**src/verilog/amtor_mode_defines.vh**
```
// constants for the amtor mode controller: register offsets, fields, codes
// assumes an apb slave with 32-bit data, one register per aligned word
// Functional notes
// - enter-transmit in standby keys, darkens bargraph, lights tx lamp
// - end-transmit in standby drains buffer, returns standby, reports it
// - remote link makes us receiving station; received data to terminal
// - received changeover makes us sending station after display
// - typed changeover as sender is sent; we become receiver
// - break-link sends shutdown, stops in standby, morse id if interval set
// - mode command with code sends link requests, acknowledged makes sender
// - enter-transmit while receiver seizes sending role immediately
// - broadcast mode entered silently; receives or transmits broadcasts
// - end-transmit in broadcast drains buffer then returns to receive
// - addressed-copy-only in standby and plain broadcast passes only selective broadcasts with our code
// - selective broadcast sends destination preamble on every transmission
// - selective broadcast drain unkeys and accepts any broadcast
// - listen-only displays all traffic and never keys transmitter
// - receive-now while monitoring resynchronises receiver
// - linked: morse id every interval minutes with set text and speed
// - invert swaps demodulator sense and afsk transmit sense
// - receive-now ends broadcast keeping buffer; linked inserts changeover
// - trace-toggle flips trace option each time
// - who-are-you key transmits identify request
// - exit discards transmit buffer and returns to command state
`ifndef AMTOR_MODE_DEFINES_VH
`define AMTOR_MODE_DEFINES_VH
// register byte offsets
`define REG_CMD 12'h000
`define REG_CFG 12'h004
`define REG_STATUS 12'h008
`define REG_TXDATA 12'h00c
`define REG_RXDATA 12'h010
`define REG_SELCAL 12'h014
`define REG_EVENT 12'h018
// command register codes (software issues mode commands)
`define CMD_STANDBY 3'h1
`define CMD_CALL 3'h2
`define CMD_FEC 3'h3
`define CMD_SELFEC 3'h4
`define CMD_LISTEN 3'h5
// cfg fields
`define CFG_AUTO_BIT 0
`define CFG_AFSK_BIT 1
`define CFG_IDMIN_LSB 8
`define CFG_SPEED_LSB 16
`define CFG_TEXT_LSB 24
// link events from remote side and tx done from coder (event register bits)
`define EV_LINK_REQ 0
`define EV_CHANGEOVER 1
`define EV_ACK 2
`define EV_SELFEC_START 3
`define EV_FEC_START 4
`define EV_TX_DONE 5
// terminal characters
`define CH_CTRL_C 8'h03
`define CH_CTRL_T 8'h14
`define CH_CTRL_W 8'h17
`define CH_PLUS 8'h2b
`define CH_QMARK 8'h3f
// link request repeat
`define LINK_REQ_NS 450000000
`define CLK_NS 25
// one minute of pclk for the morse id timer
`define ID_MINUTE_CYCLES 32'd2400000000
`endif

```
**src/verilog/amtor_mode_controller.v**
```verilog
// amtor mode controller: terminal directive interpreter and role sequencer
// assumes apb master on pclk; modem and coder sit outside and report events
//
// Local design decisions: the APB register port and the register offsets.
`timescale 1ns/1ps
`include "amtor_mode_defines.vh"
module amtor_mode_controller
#(
   parameter REQ_CYCLES = `LINK_REQ_NS / `CLK_NS,
   parameter MIN_CYCLES = `ID_MINUTE_CYCLES
)
(
   // apb
   input wire pclk,
   input wire presetn,
   input wire psel,
   input wire penable,
   input wire pwrite,
   input wire [11:0] paddr,
   input wire [31:0] pwdata,
   output reg [31:0] prdata,
   output reg pready,
   output reg pslverr,
   // transmitter and indicators
   output reg tx_key,
   output reg bargraph_on,
   output reg tx_lamp,
   // link coder requests, one-cycle pulses
   output reg send_changeover,
   output reg send_shutdown,
   output reg send_link_req,
   output reg send_preamble,
   output reg send_who,
   output reg send_morse_id,
   output reg rx_resync,
   output reg tx_flush,
   // demodulator and afsk sense, trace
   output reg rx_invert,
   output reg tx_invert,
   output reg trace_on
);

   localparam S_CMD = 3'd0;
   localparam S_STBY = 3'd1;
   localparam S_CALL = 3'd2;
   localparam S_ISS = 3'd3;
   localparam S_IRS = 3'd4;
   localparam S_FEC = 3'd5;
   localparam S_LISTEN = 3'd6;

   function is_addr;
      input [11:0] a;
      input [11:0] r;
      begin
         is_addr = (a == r);
      end
   endfunction

   function is_linked;
      input [2:0] s;
      begin
         is_linked = (s == S_ISS) || (s == S_IRS);
      end
   endfunction

   // listen-only never keys, whatever the role says
   function keys_tx;
      input [2:0] s;
      input t;
      begin
         keys_tx = (s != S_LISTEN) && (t || s == S_ISS || s == S_CALL);
      end
   endfunction

   reg [2:0] state_q;
   reg tx_q;
   reg drain_q;
   reg selfec_q;
   reg prefix_q;
   reg standby_msg_q;
   reg linked_msg_q;
   reg [7:0] cfg_idmin_q;
   reg [7:0] cfg_speed_q;
   reg [7:0] cfg_text_q;
   reg cfg_auto_q;
   reg cfg_afsk_q;
   reg [27:0] own_code_q;
   reg [27:0] dest_code_q;
   reg [7:0] rx_char_q;
   reg rx_pass_q;
   reg [7:0] last_char_q;
   reg [31:0] req_cnt_q;
   reg [31:0] cyc_cnt_q;
   reg [7:0] min_cnt_q;

   wire wr = psel & penable & pwrite;
   wire rd_acc = psel & penable & ~pwrite;
   wire ch_wr = wr & is_addr(paddr, `REG_TXDATA);
   wire [7:0] ch = pwdata[7:0];
   wire dir = ch_wr & prefix_q;
   wire plain = ch_wr & ~prefix_q & (ch != `CH_CTRL_C);
   wire ev_wr = wr & is_addr(paddr, `REG_EVENT);
   wire cmd_wr = wr & is_addr(paddr, `REG_CMD);
   wire [5:0] ev = ev_wr ? pwdata[5:0] : 6'h00;
   // unmapped words answer with an error, never with wait states
   wire mapped = is_addr(paddr, `REG_CMD) | is_addr(paddr, `REG_CFG) |
      is_addr(paddr, `REG_STATUS) | is_addr(paddr, `REG_TXDATA) |
      is_addr(paddr, `REG_RXDATA) | is_addr(paddr, `REG_SELCAL) |
      is_addr(paddr, `REG_EVENT);
   wire typed_co = plain & (last_char_q == `CH_PLUS) & (ch == `CH_QMARK);
   wire id_due = is_linked(state_q) &&
      (cfg_idmin_q != 8'h00) && (min_cnt_q >= cfg_idmin_q);

   always @(posedge pclk or negedge presetn)
   begin
      if (!presetn)
      begin
         state_q <= S_CMD;
         tx_q <= 1'b0;
         drain_q <= 1'b0;
         selfec_q <= 1'b0;
         prefix_q <= 1'b0;
         standby_msg_q <= 1'b0;
         linked_msg_q <= 1'b0;
         cfg_idmin_q <= 8'h00;
         cfg_speed_q <= 8'h00;
         cfg_text_q <= 8'h00;
         cfg_auto_q <= 1'b0;
         cfg_afsk_q <= 1'b0;
         own_code_q <= 28'h0000000;
         dest_code_q <= 28'h0000000;
         rx_char_q <= 8'h00;
         rx_pass_q <= 1'b0;
         last_char_q <= 8'h00;
         req_cnt_q <= 32'h00000000;
         cyc_cnt_q <= 32'h00000000;
         min_cnt_q <= 8'h00;
         tx_key <= 1'b0;
         bargraph_on <= 1'b1;
         tx_lamp <= 1'b0;
         send_changeover <= 1'b0;
         send_shutdown <= 1'b0;
         send_link_req <= 1'b0;
         send_preamble <= 1'b0;
         send_who <= 1'b0;
         send_morse_id <= 1'b0;
         rx_resync <= 1'b0;
         tx_flush <= 1'b0;
         rx_invert <= 1'b0;
         tx_invert <= 1'b0;
         trace_on <= 1'b0;
         prdata <= 32'h00000000;
         pready <= 1'b0;
         pslverr <= 1'b0;
      end
      else
      begin
         send_changeover <= 1'b0;
         send_shutdown <= 1'b0;
         send_link_req <= 1'b0;
         send_preamble <= 1'b0;
         send_who <= 1'b0;
         send_morse_id <= 1'b0;
         rx_resync <= 1'b0;
         tx_flush <= 1'b0;
         // zero-wait slave; error only on unmapped words
         pready <= psel & ~penable;
         pslverr <= psel & ~penable & ~mapped;
         if (psel & ~penable)
         begin
            case (paddr)
               `REG_CMD: prdata <= {dest_code_q, 4'h0};
               `REG_CFG: prdata <= {cfg_text_q, cfg_speed_q, cfg_idmin_q,
                  6'h00, cfg_afsk_q, cfg_auto_q};
               `REG_STATUS: prdata <= {23'h000000, linked_msg_q,
                  standby_msg_q, trace_on, selfec_q, drain_q, tx_q, state_q};
               `REG_RXDATA: prdata <= {23'h000000, rx_pass_q, rx_char_q};
               `REG_SELCAL: prdata <= {4'h0, own_code_q};
               default: prdata <= 32'h00000000;
            endcase
         end
         // status flags: set wins over read-clear
         if (rd_acc & is_addr(paddr, `REG_STATUS))
         begin
            standby_msg_q <= 1'b0;
            linked_msg_q <= 1'b0;
         end
         if (wr & is_addr(paddr, `REG_CFG))
         begin
            cfg_auto_q <= pwdata[`CFG_AUTO_BIT];
            cfg_afsk_q <= pwdata[`CFG_AFSK_BIT];
            cfg_idmin_q <= pwdata[`CFG_IDMIN_LSB+7:`CFG_IDMIN_LSB];
            cfg_speed_q <= pwdata[`CFG_SPEED_LSB+7:`CFG_SPEED_LSB];
            cfg_text_q <= pwdata[`CFG_TEXT_LSB+7:`CFG_TEXT_LSB];
         end
         if (wr & is_addr(paddr, `REG_SELCAL))
            own_code_q <= pwdata[27:0];
         // control-c arms; next char is the directive
         if (ch_wr)
            prefix_q <= ~prefix_q & (ch == `CH_CTRL_C);
         if (plain)
            last_char_q <= ch;
         // morse id minute timer while linked
         if (is_linked(state_q))
         begin
            if (cyc_cnt_q >= MIN_CYCLES - 1)
            begin
               cyc_cnt_q <= 32'h00000000;
               min_cnt_q <= min_cnt_q + 8'h01;
            end
            else
               cyc_cnt_q <= cyc_cnt_q + 32'h00000001;
         end
         else
         begin
            cyc_cnt_q <= 32'h00000000;
            min_cnt_q <= 8'h00;
         end
         if (id_due)
         begin
            send_morse_id <= 1'b1;
            min_cnt_q <= 8'h00;
            cyc_cnt_q <= 32'h00000000;
         end
         // received broadcast filter
         if (ev[`EV_SELFEC_START] | ev[`EV_FEC_START])
         begin
            rx_char_q <= pwdata[15:8];
            if (state_q == S_LISTEN)
               rx_pass_q <= 1'b1;
            else if (cfg_auto_q && !selfec_q &&
               (state_q == S_STBY || state_q == S_FEC))
               rx_pass_q <= ev[`EV_SELFEC_START] &
                  (pwdata[27:16] == own_code_q[11:0]);
            else
               rx_pass_q <= 1'b1;
         end
         if (ev[`EV_SELFEC_START] == 1'b0 && ev[`EV_FEC_START] == 1'b0 &&
            ev_wr && (state_q == S_IRS || state_q == S_LISTEN))
         begin
            rx_char_q <= pwdata[15:8];
            rx_pass_q <= 1'b1;
         end
         // mode-independent directives; who-are-you key only as sending station
         if (dir && ch == "I")
         begin
            rx_invert <= ~rx_invert;
            tx_invert <= cfg_afsk_q ? ~tx_invert : tx_invert;
         end
         if (dir && ch == `CH_CTRL_T)
            trace_on <= ~trace_on;
         if (plain && ch == `CH_CTRL_W && state_q == S_ISS)
            send_who <= 1'b1;
         // exit drops queued text; the coder empties its buffer on tx_flush
         if (dir && ch == "X" && state_q != S_CMD)
         begin
            state_q <= S_CMD;
            tx_flush <= 1'b1;
            tx_q <= 1'b0;
            drain_q <= 1'b0;
            selfec_q <= 1'b0;
         end
         else if (cmd_wr)
         begin
            tx_q <= 1'b0;
            drain_q <= 1'b0;
            selfec_q <= 1'b0;
            case (pwdata[2:0])
               `CMD_STANDBY:
               begin
                  state_q <= S_STBY;
                  standby_msg_q <= 1'b1;
               end
               `CMD_CALL:
               begin
                  state_q <= S_CALL;
                  dest_code_q <= pwdata[31:4];
                  req_cnt_q <= 32'h00000000;
               end
               `CMD_FEC:
                  state_q <= S_FEC;
               `CMD_SELFEC:
               begin
                  state_q <= S_FEC;
                  selfec_q <= 1'b1;
                  dest_code_q <= pwdata[31:4];
                  tx_q <= 1'b1;
                  send_preamble <= 1'b1;
               end
               `CMD_LISTEN:
                  state_q <= S_LISTEN;
               default:
                  state_q <= state_q;
            endcase
         end
         else
         begin
            case (state_q)
               S_STBY, S_FEC:
               begin
                  if (dir && ch == "T")
                  begin
                     tx_q <= 1'b1;
                     drain_q <= 1'b0;
                     send_preamble <= selfec_q;
                  end
                  if (dir && ch == "E" && tx_q)
                     drain_q <= 1'b1;
                  // receive-now keeps the buffer: no flush here
                  if (dir && ch == "R" && tx_q)
                  begin
                     tx_q <= 1'b0;
                     drain_q <= 1'b0;
                  end
                  if (drain_q && ev[`EV_TX_DONE])
                  begin
                     tx_q <= 1'b0;
                     drain_q <= 1'b0;
                     if (state_q == S_STBY)
                        standby_msg_q <= 1'b1;
                  end
                  if (state_q == S_STBY && ev[`EV_LINK_REQ] && !tx_q)
                  begin
                     state_q <= S_IRS;
                     linked_msg_q <= 1'b1;
                  end
               end
               S_CALL:
               begin
                  // repeat the request until the far end acknowledges
                  if (req_cnt_q == 32'h00000000)
                     send_link_req <= 1'b1;
                  req_cnt_q <= (req_cnt_q >= REQ_CYCLES - 1) ?
                     32'h00000000 : req_cnt_q + 32'h00000001;
                  if (ev[`EV_ACK])
                  begin
                     state_q <= S_ISS;
                     linked_msg_q <= 1'b1;
                  end
               end
               S_IRS:
               begin
                  if (ev[`EV_CHANGEOVER])
                     state_q <= S_ISS;
                  if (dir && ch == "T")
                     state_q <= S_ISS;
               end
               S_ISS:
               begin
                  if (typed_co || (dir && ch == "R"))
                  begin
                     send_changeover <= 1'b1;
                     state_q <= S_IRS;
                  end
               end
               S_LISTEN:
               begin
                  if (dir && ch == "R")
                     rx_resync <= 1'b1;
               end
               default:
                  state_q <= state_q;
            endcase
            if (is_linked(state_q) && dir &&
               (ch == "D" || ch == "A"))
            begin
               send_shutdown <= 1'b1;
               state_q <= S_STBY;
               standby_msg_q <= 1'b1;
               send_morse_id <= (cfg_idmin_q != 8'h00);
            end
         end
         // keying follows role; listen-only can never key
         tx_key <= keys_tx(state_q, tx_q);
         tx_lamp <= keys_tx(state_q, tx_q);
         bargraph_on <= ~keys_tx(state_q, tx_q);
      end
   end

endmodule

```
**config.mk**
```make
export PLATFORM = sky130hd
export DESIGN_NAME = amtor_mode_controller
export DESIGN_NICKNAME = d
export VERILOG_FILES = /design/src/verilog/amtor_mode_controller.v
export VERILOG_INCLUDE_DIRS = /design/src /design/src/verilog
export SDC_FILE = /design/constraint.sdc
export NUM_CORES = 1
export LEC_CHECK = 0
export BUFFER_PORTS_ARGS = -buffer_cell sky130_fd_sc_hd__buf_2
export CORE_UTILIZATION = 45
export CTS_BUF_LIST = sky130_fd_sc_hd__clkbuf_4 sky130_fd_sc_hd__clkbuf_8
export DETAILED_ROUTE_END_ITERATION = 7
export GPL_TIMING_DRIVEN = 0
export SKIP_LAST_GASP = 1
export SLEW_MARGIN = 10
export SYNTH_ARGS = -nofsm -noshare
export SYNTH_HDL_FRONTEND = slang
export SYNTH_SLANG_ARGS = --single-unit
```
**constraint.sdc**
```tcl
create_clock -name pclk -period 5.2 [get_ports pclk]
set_input_delay 0.52 -clock pclk [delete_from_list [all_inputs] [get_ports pclk]]
set_output_delay 0.52 -clock pclk [all_outputs]
set_load 0.01 [all_outputs]
```
==> flow_summary.toml, run 1 <==
[run_status]
status = "finished, final reports clean"

[clock_network]
cts_sinks = 227
insertion_delay_ps = 530
post_cts_buffers = 0
path_clk_slew_ps = 50
cts_buffers = 40
ctsLongestPathBuffers = 3
htree_levels = 2
ctsHoldBuffers = 1
cts_root_buf = "clkbuf_8"
ctsResizeCount = 0
cts_tree = "built"

[global_routing]
antenna_found_initial = 2
grt_overflow = 0
grt_first_pass_wirelength_microns = 46600
grt_max_degree = 109
grt_usage = 0.243
grt_pass1_vias = 8497

[setup_path]
critPathMaxFanout = 10
crit_required_ps = 5610
crit_path_start_kind = "primary input"
arrival_ps = 4040
worst_path_max_delay_cell = "nor2_1"
critical_path_class = "in2reg"
cpPeakStageDelay_ps = 780
cp-end-kind = "flip-flop"
crit_chain = "buf_2 > nor3_1 > nand4_1 > nor2_1 > nand3_1 > clkbuf_1 > mux2_2"

[route]
first_iter_violations = 751
ant_nets = 0
drc_errors = 0
wl_per_cell_microns = 19.4
dr_total_vias = 8771
vias_per_cell = 5.79
routed_wl_microns = 29500
drt-pass1-iter-count = 7

[pwr]
power_frac_seq = 0.492
ir_drop_v = 0.000187
p_comb_frac = 0.060
p_leak_uw = 0.00580
pwr_density_cell_nw_per_um2 = 294
p_int_uw = 2850
clkPwrFrac = 0.449
p_total_uw = 3750
swShare = 0.240
power.switching_uw = 900

[yosys]
synth_fp_nets = 1094
synthCells = 1033
ys_seq_area_frac = 0.517
synth-seq-cells = 227
ys.flop_type = "dfrtp_1"
synth_top_area_frac = 0.515
synthTopCellsByCount = "dfrtp_1 (226), nand2_1 (97), mux2_2 (88)"
syn_area_sq_um = 11000
ys_types = 69
syn_area_per_cell_sq_um = 10.6
ys_warn_count = 0
synth_most_common_cell = "dfrtp_1"
synthTopCellsByArea = "dfrtp_1 (52%), mux2_2 (9.0%), nand2_1 (3.3%)"
synth_area_leader_cell = "dfrtp_1"
synth_edf_count = 0
synthArstFlopShare = 1.00

[final_layout]
drive_gt1_frac = 0.228
design_area_sq_um = 12700
syn2layout_area_growth_pct = 16.0
final_core_util = 0.538
nNetsFinal = 1234

[sta]
fin_ws_ps = 1560
rsz0062_at_grt = "no"
setup_violations = 0
hold_viol_final = 0
fin_crit_sh = 0.699
finClkSkew_ps = 17.5
slew_viol_final = 0
fmax_mhz = 275
fin_setup_tns_ps = 0
worst_slew_margin_rel = 0.173
period_minus_slack_ps = 3640
worst_pin_slew_ps = 1230

[placement]
place_ws_ps = 1090
port_buffers = 95
gp_congestion = 0.931
dpl_cell_area_sq_um = 11900
dp_hpwl_microns = 20800

[die]
die-area_sq_um = 25000
start_util = 0.464
die_width_microns = 158
ioPinCount = 97
die_y_microns = 158
row_count = 56
core_sq_um = 23700

[min_path]
hp-class = "in2reg"

[job]
maxCapViolCount = 0
[worst max-delay path: cells and delay by family]
family	cells	cell delay, ps
simple gates	4	2520
buf+inv	2	620
mux	1	380
[final cells by class]
| type | instances | area, sq um |
|---|---|---|
| fill | 2242 | 10900 |
| sequential | 227 | 5680 |
| multi-input combinational | 726 | 4980 |
| clock buffer | 58 | 742 |
| timing repair buffer | 98 | 551 |
| tap | 319 | 399 |
| buffer | 53 | 211 |
| inverter | 27 | 101 |
| clock inverter | 7 | 66.3 |
| antenna | 1 | 2.50 |
[routing by layer]
metal / up-vias / global-route usage / routed length, microns
li1: 4091 / - / -
met1: 4335 / 0.352 / 13600
met2: 290 / 0.367 / 13300
met3: 53 / 0.0474 / 1900
met4: 2 / 0.0705 / 663
met5: - / 0 / 14
[power by group through the flow]
stage               registers, uW  clock network (uW)  logic (uW)
floorplan                    1860                   0         122
global placement             1870                   0         217
detailed placement           1870                   0         227
CTS                          1840                1730         229
global route                 1850                1810         255
finish                       1840                1680         225
[cells by family (layout without fill, tap and decap cells)]
logic type | Yosys count | in the layout | synth area share
compound gates | 196 | 196 | 0.129
xor+xnor | 49 | 49 | 0.0391
fa+ha+maj | 12 | 12 | 0.0137
buf+inv | 80 | 243 | 0.0285
flops | 227 | 227 | 0.517
mux | 91 | 91 | 0.0930
other cells | 0 | 1 | 0
simple gates | 378 | 378 | 0.180
[state kept, by name (all words and copies together), names as in the netlist, 3 cells and up]
| signal | flops |
|---|---|
| own_code_q | 28 |
| cfg_speed_q | 8 |
| cfg_idmin_q | 8 |
| last_char_q | 8 |
| prdata | 32 |
| state_q | 3 |
| req_cnt_q | 32 |
| dest_code_q | 28 |
| cfg_text_q | 8 |
| cyc_cnt_q | 32 |
| rx_char_q | 8 |
| min_cnt_q | 8 |
[placed cells by master, fill, tap and decap left out, types with 8 or more instances in the layout]
master      n
xnor2_1    24
a21oi_1    15
nand4_1    24
a22o_1     10
clkbuf_1   47
ha_1       12
and2_1     10
and3_1     16
nor3b_1    17
nand3_1    33
nor4_1     24
dfrtp_1   226
buf_2      98
o311ai_0   16
nor3_1     26
o21a_1     14
nand2b_1    8
clkbuf_4    9
o21ai_0    57
nand2_1    97
nor2_1     69
mux2_2     88
a222oi_1   22
or2_2       8
xor2_1     25
inv_1      27
clkbuf_8   49
[worst paths after layout]
check                      startpoint        endpoint  slack (ps)  depth (start not counted)
hold / removal             pwdata[29]   cfg_text_q[5]         250                          2
min in group asynchronous     presetn    req_cnt_q[0]         430                          2
setup / recovery             paddr[5]  dest_code_q[3]        1560                          7
hold reg to reg            prdata[18]      prdata[18]         470                          2
max in group asynchronous     presetn   cyc_cnt_q[19]        3540                          4
setup reg to reg           state_q[2]      state_q[0]        2210                          7
[stage by stage]
stage	hold WS, ps	std cells
after floorplan	224	1033
after global placement	459	1447
after detailed placement	393	1449
after CTS	222	1515
after global routing	225	1516
final	246	1516
(Power assumes the default switching activity.)
==> run 2: changes to the inputs <==
--- a/config.mk
+++ b/config.mk
@@ -6,11 +6,13 @@
 export SDC_FILE = /design/constraint.sdc
 export NUM_CORES = 1
 export LEC_CHECK = 0
+export ABC_AREA = 1
 export BUFFER_PORTS_ARGS = -buffer_cell sky130_fd_sc_hd__buf_2
 export CORE_UTILIZATION = 45
 export CTS_BUF_LIST = sky130_fd_sc_hd__clkbuf_4 sky130_fd_sc_hd__clkbuf_8
 export DETAILED_ROUTE_END_ITERATION = 7
 export GPL_TIMING_DRIVEN = 0
+export PLACE_DENSITY = 0.65
 export SKIP_LAST_GASP = 1
 export SLEW_MARGIN = 10
 export SYNTH_ARGS = -nofsm -noshare
==> constraint.sdc (replaced) <==
create_clock -name pclk -period 3.1 [get_ports pclk]
set_input_delay 0.31 -clock pclk [delete_from_list [all_inputs] [get_ports pclk]]
set_output_delay 0.31 -clock pclk [all_outputs]
set_load 0.01 [all_outputs]
==> flow_summary.toml, run 2 <==
[sta]
worst_slew_margin_rel = 0.517
period_minus_slack_ps = 2250
slew_viol_final = 0
setup_violations = 0
finClkSkew_ps = 41.3
fmax_mhz = 444
rsz0062_at_grt = "no"
worst_pin_slew_ps = 718
timing.hold.ws_ps = 37.1
fin_crit_sh = 0.727
hold_viol_final = 0

[die]
die-area_sq_um = 26600
die_y_microns = 163
start_util = 0.462
die_width_microns = 163
core_sq_um = 25300
ioPinCount = 97
row_count = 58

[final_layout]
layout_commonest_cell = "nand2_1"
drive_gt1_frac = 0.140
syn2layout_area_growth_pct = 15.7
largestRegisters = "cyc_cnt_q: 32 flops, prdata: 32 flops, req_cnt_q: 32 flops"
nNetsFinal = 1672
n_antenna_cell = 0
fill_cells = 2467
mostFrequentLayoutCells = "nand2_1 (352), dfrtp_1 (226), inv_1 (161)"
final_core_util = 0.534

[yosys]
ys.flop_type = "dfrtp_1"
synth_edf_count = 0
synthTopCellsByCount = "nand2_1 (352), dfrtp_1 (226), inv_1 (161)"
syn_area_sq_um = 11700
ys_seq_area_frac = 0.486
synth_top_area_frac = 0.483
synth_most_common_cell = "nand2_1"
synth-seq-cells = 227
synthCells = 1464
syn_area_per_cell_sq_um = 7.99
synth_area_leader_cell = "dfrtp_1"
ys_types = 53
synth_fp_nets = 1525
ys_warn_count = 0
synthArstFlopShare = 1.00
synthTopCellsByArea = "dfrtp_1 (48%), nand2_1 (11%), inv_1 (5.2%)"

[route]
ant_nets = 0
dr_total_vias = 10500
drt-pass1-iter-count = 5
drc_errors = 0
first_iter_violations = 920
vias_per_cell = 5.37
wl_per_cell_microns = 16.6
routed_wl_microns = 32600

[global_routing]
grt_pass1_vias = 10000
antenna_found_initial = 0
grt_overflow = 0
grt_first_pass_wirelength_microns = 53000
grt_usage = 0.254
grt_max_degree = 92

[job]
maxCapViolCount = 0

[pwr]
pwr_density_cell_nw_per_um2 = 525
ir_drop_v = 0.000453
p_leak_uw = 0.00633

[setup_path]
arrival_ps = 2690
cp-startpoint = "req_cnt_q[0]"
cp-end-kind = "flip-flop"
r2r-end = "req_cnt_q[12]"
crit_path_start_kind = "flip-flop"
critical_path_class = "reg2reg"
crit_required_ps = 3530
reg2reg_from = "req_cnt_q[0]"
r2r_setup_slack_ps = 850
endpoint = "req_cnt_q[12]"
r2r_cells = 11
critPathMaxFanout = 10

[clock_network]
ctsLongestPathBuffers = 3
cts_sinks = 227
cts_tree = "built"
cts_root_buf = "clkbuf_8"
path_clk_slew_ps = 60
post_cts_buffers = 0
htree_levels = 2
cts_buffers = 42
insertion_delay_ps = 570

[placement]
gp_congestion = 0.942
port_buffers = 96
dp_hpwl_microns = 24200

[min_path]
hp-class = "in2reg"
hold_depth = 3

[run_status]
status = "finished, final reports clean"
## run 2: cell count changes after synthesis, sizes merged, moves of 16 or more
cell / delta
xor2: +16
nand3: +62
mux2: -88
clkbuf: -22
buf: +17
nand2: +267
nor2: +97
a222oi: -22
inv: +142
o311ai: -16
o21ai: +81
## run 2: area by class of cell
class                           count  area [sq um]  area share
Clock buffer                       62           785      0.0580
Inverter                          171           647      0.0478
Multi-Input combinational cell   1018          5130       0.379
Timing Repair Buffer              103           596      0.0440
Clock inverter                      5          41.3     0.00305
Buffer                             48           240      0.0178
Tap cell                          330           413      0.0305
Sequential cell                   227          5680       0.420
## run 2: through the flow
stage / cells / setup slack, ps / power, uW / setup TNS, ps / area [sq um]
2_1_floorplan: 1464 / 1340 / 3870 / 0 / 11700
3_3_place_gp: 1890 / -2310 / 4260 / -517080 / 12600
3_5_place_dp: 1892 / 648 / 4280 / 0 / 12700
4_1_cts: 1964 / 866 / 7190 / 0 / 13500
5_1_grt: 1964 / 628 / 7480 / 0 / 13500
6_report: 1964 / 846 / 7110 / 0 / 13500
## run 2: repair_timing
item,4_1_cts,5_1_grt
hold endpoints to repair,76,0
setup endpoints to repair,0,0
hold buffers,5,0
resized for setup,0,0
## run 2: metal layers
metal | global-route usage | wire, microns | vias up | part of all wire
met5 | 0 | 0 | - | 0
met4 | 0.0752 | 650 | 0 | 0.020
met3 | 0.0475 | 2390 | 54 | 0.073
met2 | 0.377 | 14200 | 362 | 0.44
met1 | 0.374 | 15300 | 5020 | 0.47
li1 | - | - | 5106 | -
## run 2: cells by family (layout without fill, tap and decap cells)
kind of cell / after synthesis / count (layout) / share of synthesized area
AOI/OAI and AO/OA: 220 / 220 / 0.108
xor gates and xnor gates: 56 / 56 / 0.0419
adders and majority gates: 12 / 12 / 0.0128
buffers and inverters: 219 / 389 / 0.0758
DFF: 227 / 227 / 0.486
and+or+nand+nor: 730 / 730 / 0.275
## run 2: power by group
part | internal [uW] | switching (uW) | leakage, uW
Clock | 1610 | 1270 | 0.000442
Sequential | 3040 | 68.3 | 0.00313
Combinational | 330 | 784 | 0.00276
Total | 4990 | 2120 | 0.00633
## run 2: worst min-delay path by stage
stage	start	endpoint	slack (ps)
final	pwdata[23]	dest_code_q[19]	40
after global routing	pwdata[20]	dest_code_q[16]	40
after CTS	pwdata[23]	dest_code_q[19]	10
after detailed placement	presetn	last_char_q[7]	300
after global placement	rx_invert	rx_invert	450
after floorplan	presetn	cfg_afsk_q	10
## run 2: critical path: stages (launching register included)
cell     delay [ps]
dfrtp_1         420
ha_1            270
nand3_1         250
inv_1           180
a31oi_1         100
o21ai_1         190
nand2_1          80
nand2_2         200
buf_2           260
nor2_1           60
nand3_1          60
nand2_1          60
==> run 3: changes to the inputs <==
--- a/config.mk
+++ b/config.mk
@@ -6,7 +6,7 @@
 export SDC_FILE = /design/constraint.sdc
 export NUM_CORES = 1
 export LEC_CHECK = 0
-export ABC_AREA = 1
+export ABC_AREA = 0
 export BUFFER_PORTS_ARGS = -buffer_cell sky130_fd_sc_hd__buf_2
 export CORE_UTILIZATION = 45
 export CTS_BUF_LIST = sky130_fd_sc_hd__clkbuf_4 sky130_fd_sc_hd__clkbuf_8
==> constraint.sdc (replaced) <==
create_clock -name pclk -period 1.81 [get_ports pclk]
set_input_delay 0.181 -clock pclk [delete_from_list [all_inputs] [get_ports pclk]]
set_output_delay 0.181 -clock pclk [all_outputs]
set_load 0.01 [all_outputs]
==> flow_summary.toml, run 3 (synthesis gave the netlist of run 1 again) <==
[clock_network]
htree_levels = 2
insertion_delay_ps = 550
cts_root_buf = "clkbuf_8"
ctsLongestPathBuffers = 3
cts_buffers = 40
cts_sinks = 227
path_clk_slew_ps = 70
cts_tree = "built"

[setup_path]
arrival_ps = 2860
cpPeakStageDelay_ps = 550
r2r-end = "state_q[0]"
critical_path_class = "reg2reg"
critPathMaxFanout = 2
cp.depth = 8
crit_required_ps = 2260
path_delay_family = "simple AND/OR/NAND/NOR gates"
endpoint = "state_q[0]"
cp-end-kind = "flip-flop"
crit_path_start_kind = "flip-flop"
r2r_setup_slack_ps = -600
path_buf_inv = 2
cp-startpoint = "state_q[2]"
r2r_cells = 8
worst_path_max_delay_cell = "or4_4"
critPathMostFrequentCell = "or4_4"
reg2reg_from = "state_q[2]"
crit_chain = "nand3b_1 > or4_4 > or4_4 > buf_4 > buf_6 > o211ai_1 > o2bb2ai_1 > o21ai_1"

[die]
core_sq_um = 23700
die_width_microns = 158
start_util = 0.464
die_y_microns = 158
ioPinCount = 97
row_count = 56
die-area_sq_um = 25000

[sta]
finClkSkew_ps = 37.3
fin_ws_ps = -598
worst_pin_slew_ps = 880
rsz0062_at_grt = "yes"
period_minus_slack_ps = 2410
fin_crit_sh = 1.33
fmax_mhz = 415
fin_setup_tns_ps = -13490
timing.hold.ws_ps = 33.8
worst_slew_margin_rel = 0.413
slew_viol_final = 0
setup_violations = 70
hold_viol_final = 0

[route]
wl_per_cell_microns = 19.8
first_iter_violations = 656
vias_per_cell = 5.75
dr_total_vias = 9311
routed_wl_microns = 32000
drt-pass1-iter-count = 5
ant_nets = 0
drc_errors = 0

[pwr]
pwr_density_cell_nw_per_um2 = 723
p_total_uw = 11000
ir_drop_v = 0.000657
p_leak_uw = 0.00690

[run_status]
status = "finished, violations left"
violations = "negative setup slack"

[global_routing]
met2_usage = 0.423
met3_usage = 0.0457
grtUsageMet1 = 0.348
grt-busiest-layer = "met2"
grt_first_pass_wirelength_microns = 50200
grt_pass1_vias = 9191
grt_usage = 0.260
grt_overflow = 0
grt_max_degree = 106
antenna_found_initial = 1

[placement]
gp_congestion = 0.908
place_ws_ps = -1100
port_buffers = 95
dp_hpwl_microns = 20500

[final_layout]
largestRegisters = "cyc_cnt_q: 32 flops, prdata: 32 flops, req_cnt_q: 32 flops"
layout_commonest_cell = "dfrtp_1"
syn2layout_area_growth_pct = 39.0
nNetsFinal = 1333
mostFrequentLayoutCells = "dfrtp_1 (219), buf_2 (96), nand2_1 (93)"
drive_gt1_frac = 0.400

[min_path]
hp-class = "in2reg"

[job]
maxCapViolCount = 0
run 3: timing repair:
item	CTS	global route
pin swaps	66	32
buffers inserted	52	17
hold buffers	28	0
endpoints found under the setup margin	197	141
gates resized for setup	143	75
cloned	8	2
endpoints found under the hold margin	201	0
run 3: cell type report:
cell class,count,area [sq um]
multi-input combinational,726,6150
inverter,27,101
tap,319,399
timing repair buffer,203,1570
clock buffer,63,786
fill,1882,8430
antenna,1,2.50
clock inverter,6,36.3
sequential,227,5690
buffer,47,527
run 3: worst min-delay path by stage:
stage	start	endpoint	slack [ps]	cells past startpoint
after floorplan	presetn	cfg_afsk_q	-110	0
after global placement	pwdata[29]	cfg_text_q[5]	430	2
after detailed placement	presetn	cfg_text_q[5]	40	1
after CTS	pwdata[7]	own_code_q[7]	2	2
after global routing	pwdata[7]	own_code_q[7]	20	2
final	pwdata[7]	own_code_q[7]	30	2
run 3: worst register-to-register path, stage by stage, from the launching register on:
cell and delay, ps:
dfrtp_1 380, nand3b_1 210, or4_4 440, or4_4 550, buf_4 150, buf_6 110
o211ai_1 200, o2bb2ai_1 120, o21ai_1 150
run 3: stage by stage:
step | cell area, sq um | util | instances
final | 15300 | 0.644 | 1619
after global routing | 15300 | 0.644 | 1619
after CTS | 14900 | 0.628 | 1602
after detailed placement | 12600 | 0.533 | 1449
after global placement | 12500 | 0.530 | 1447
after floorplan | 11700 | - | 1033
run 3: metal layers:
layer  vias to the layer above  part of all wire
met4                         0             0.025
met5                         -                 0
met2                       293              0.48
met1                      4633              0.43
li1                       4320                 -
met3                        65             0.058
run 3: power breakdown:
| part | total (uW) | leakage, uW | internal [uW] | switching (uW) |
|---|---|---|---|---|
| sequential | 5300 | 0.00308 | 5170 | 132 |
| clock | 4850 | 0.000440 | 2750 | 2100 |
| combinational | 871 | 0.00338 | 385 | 486 |
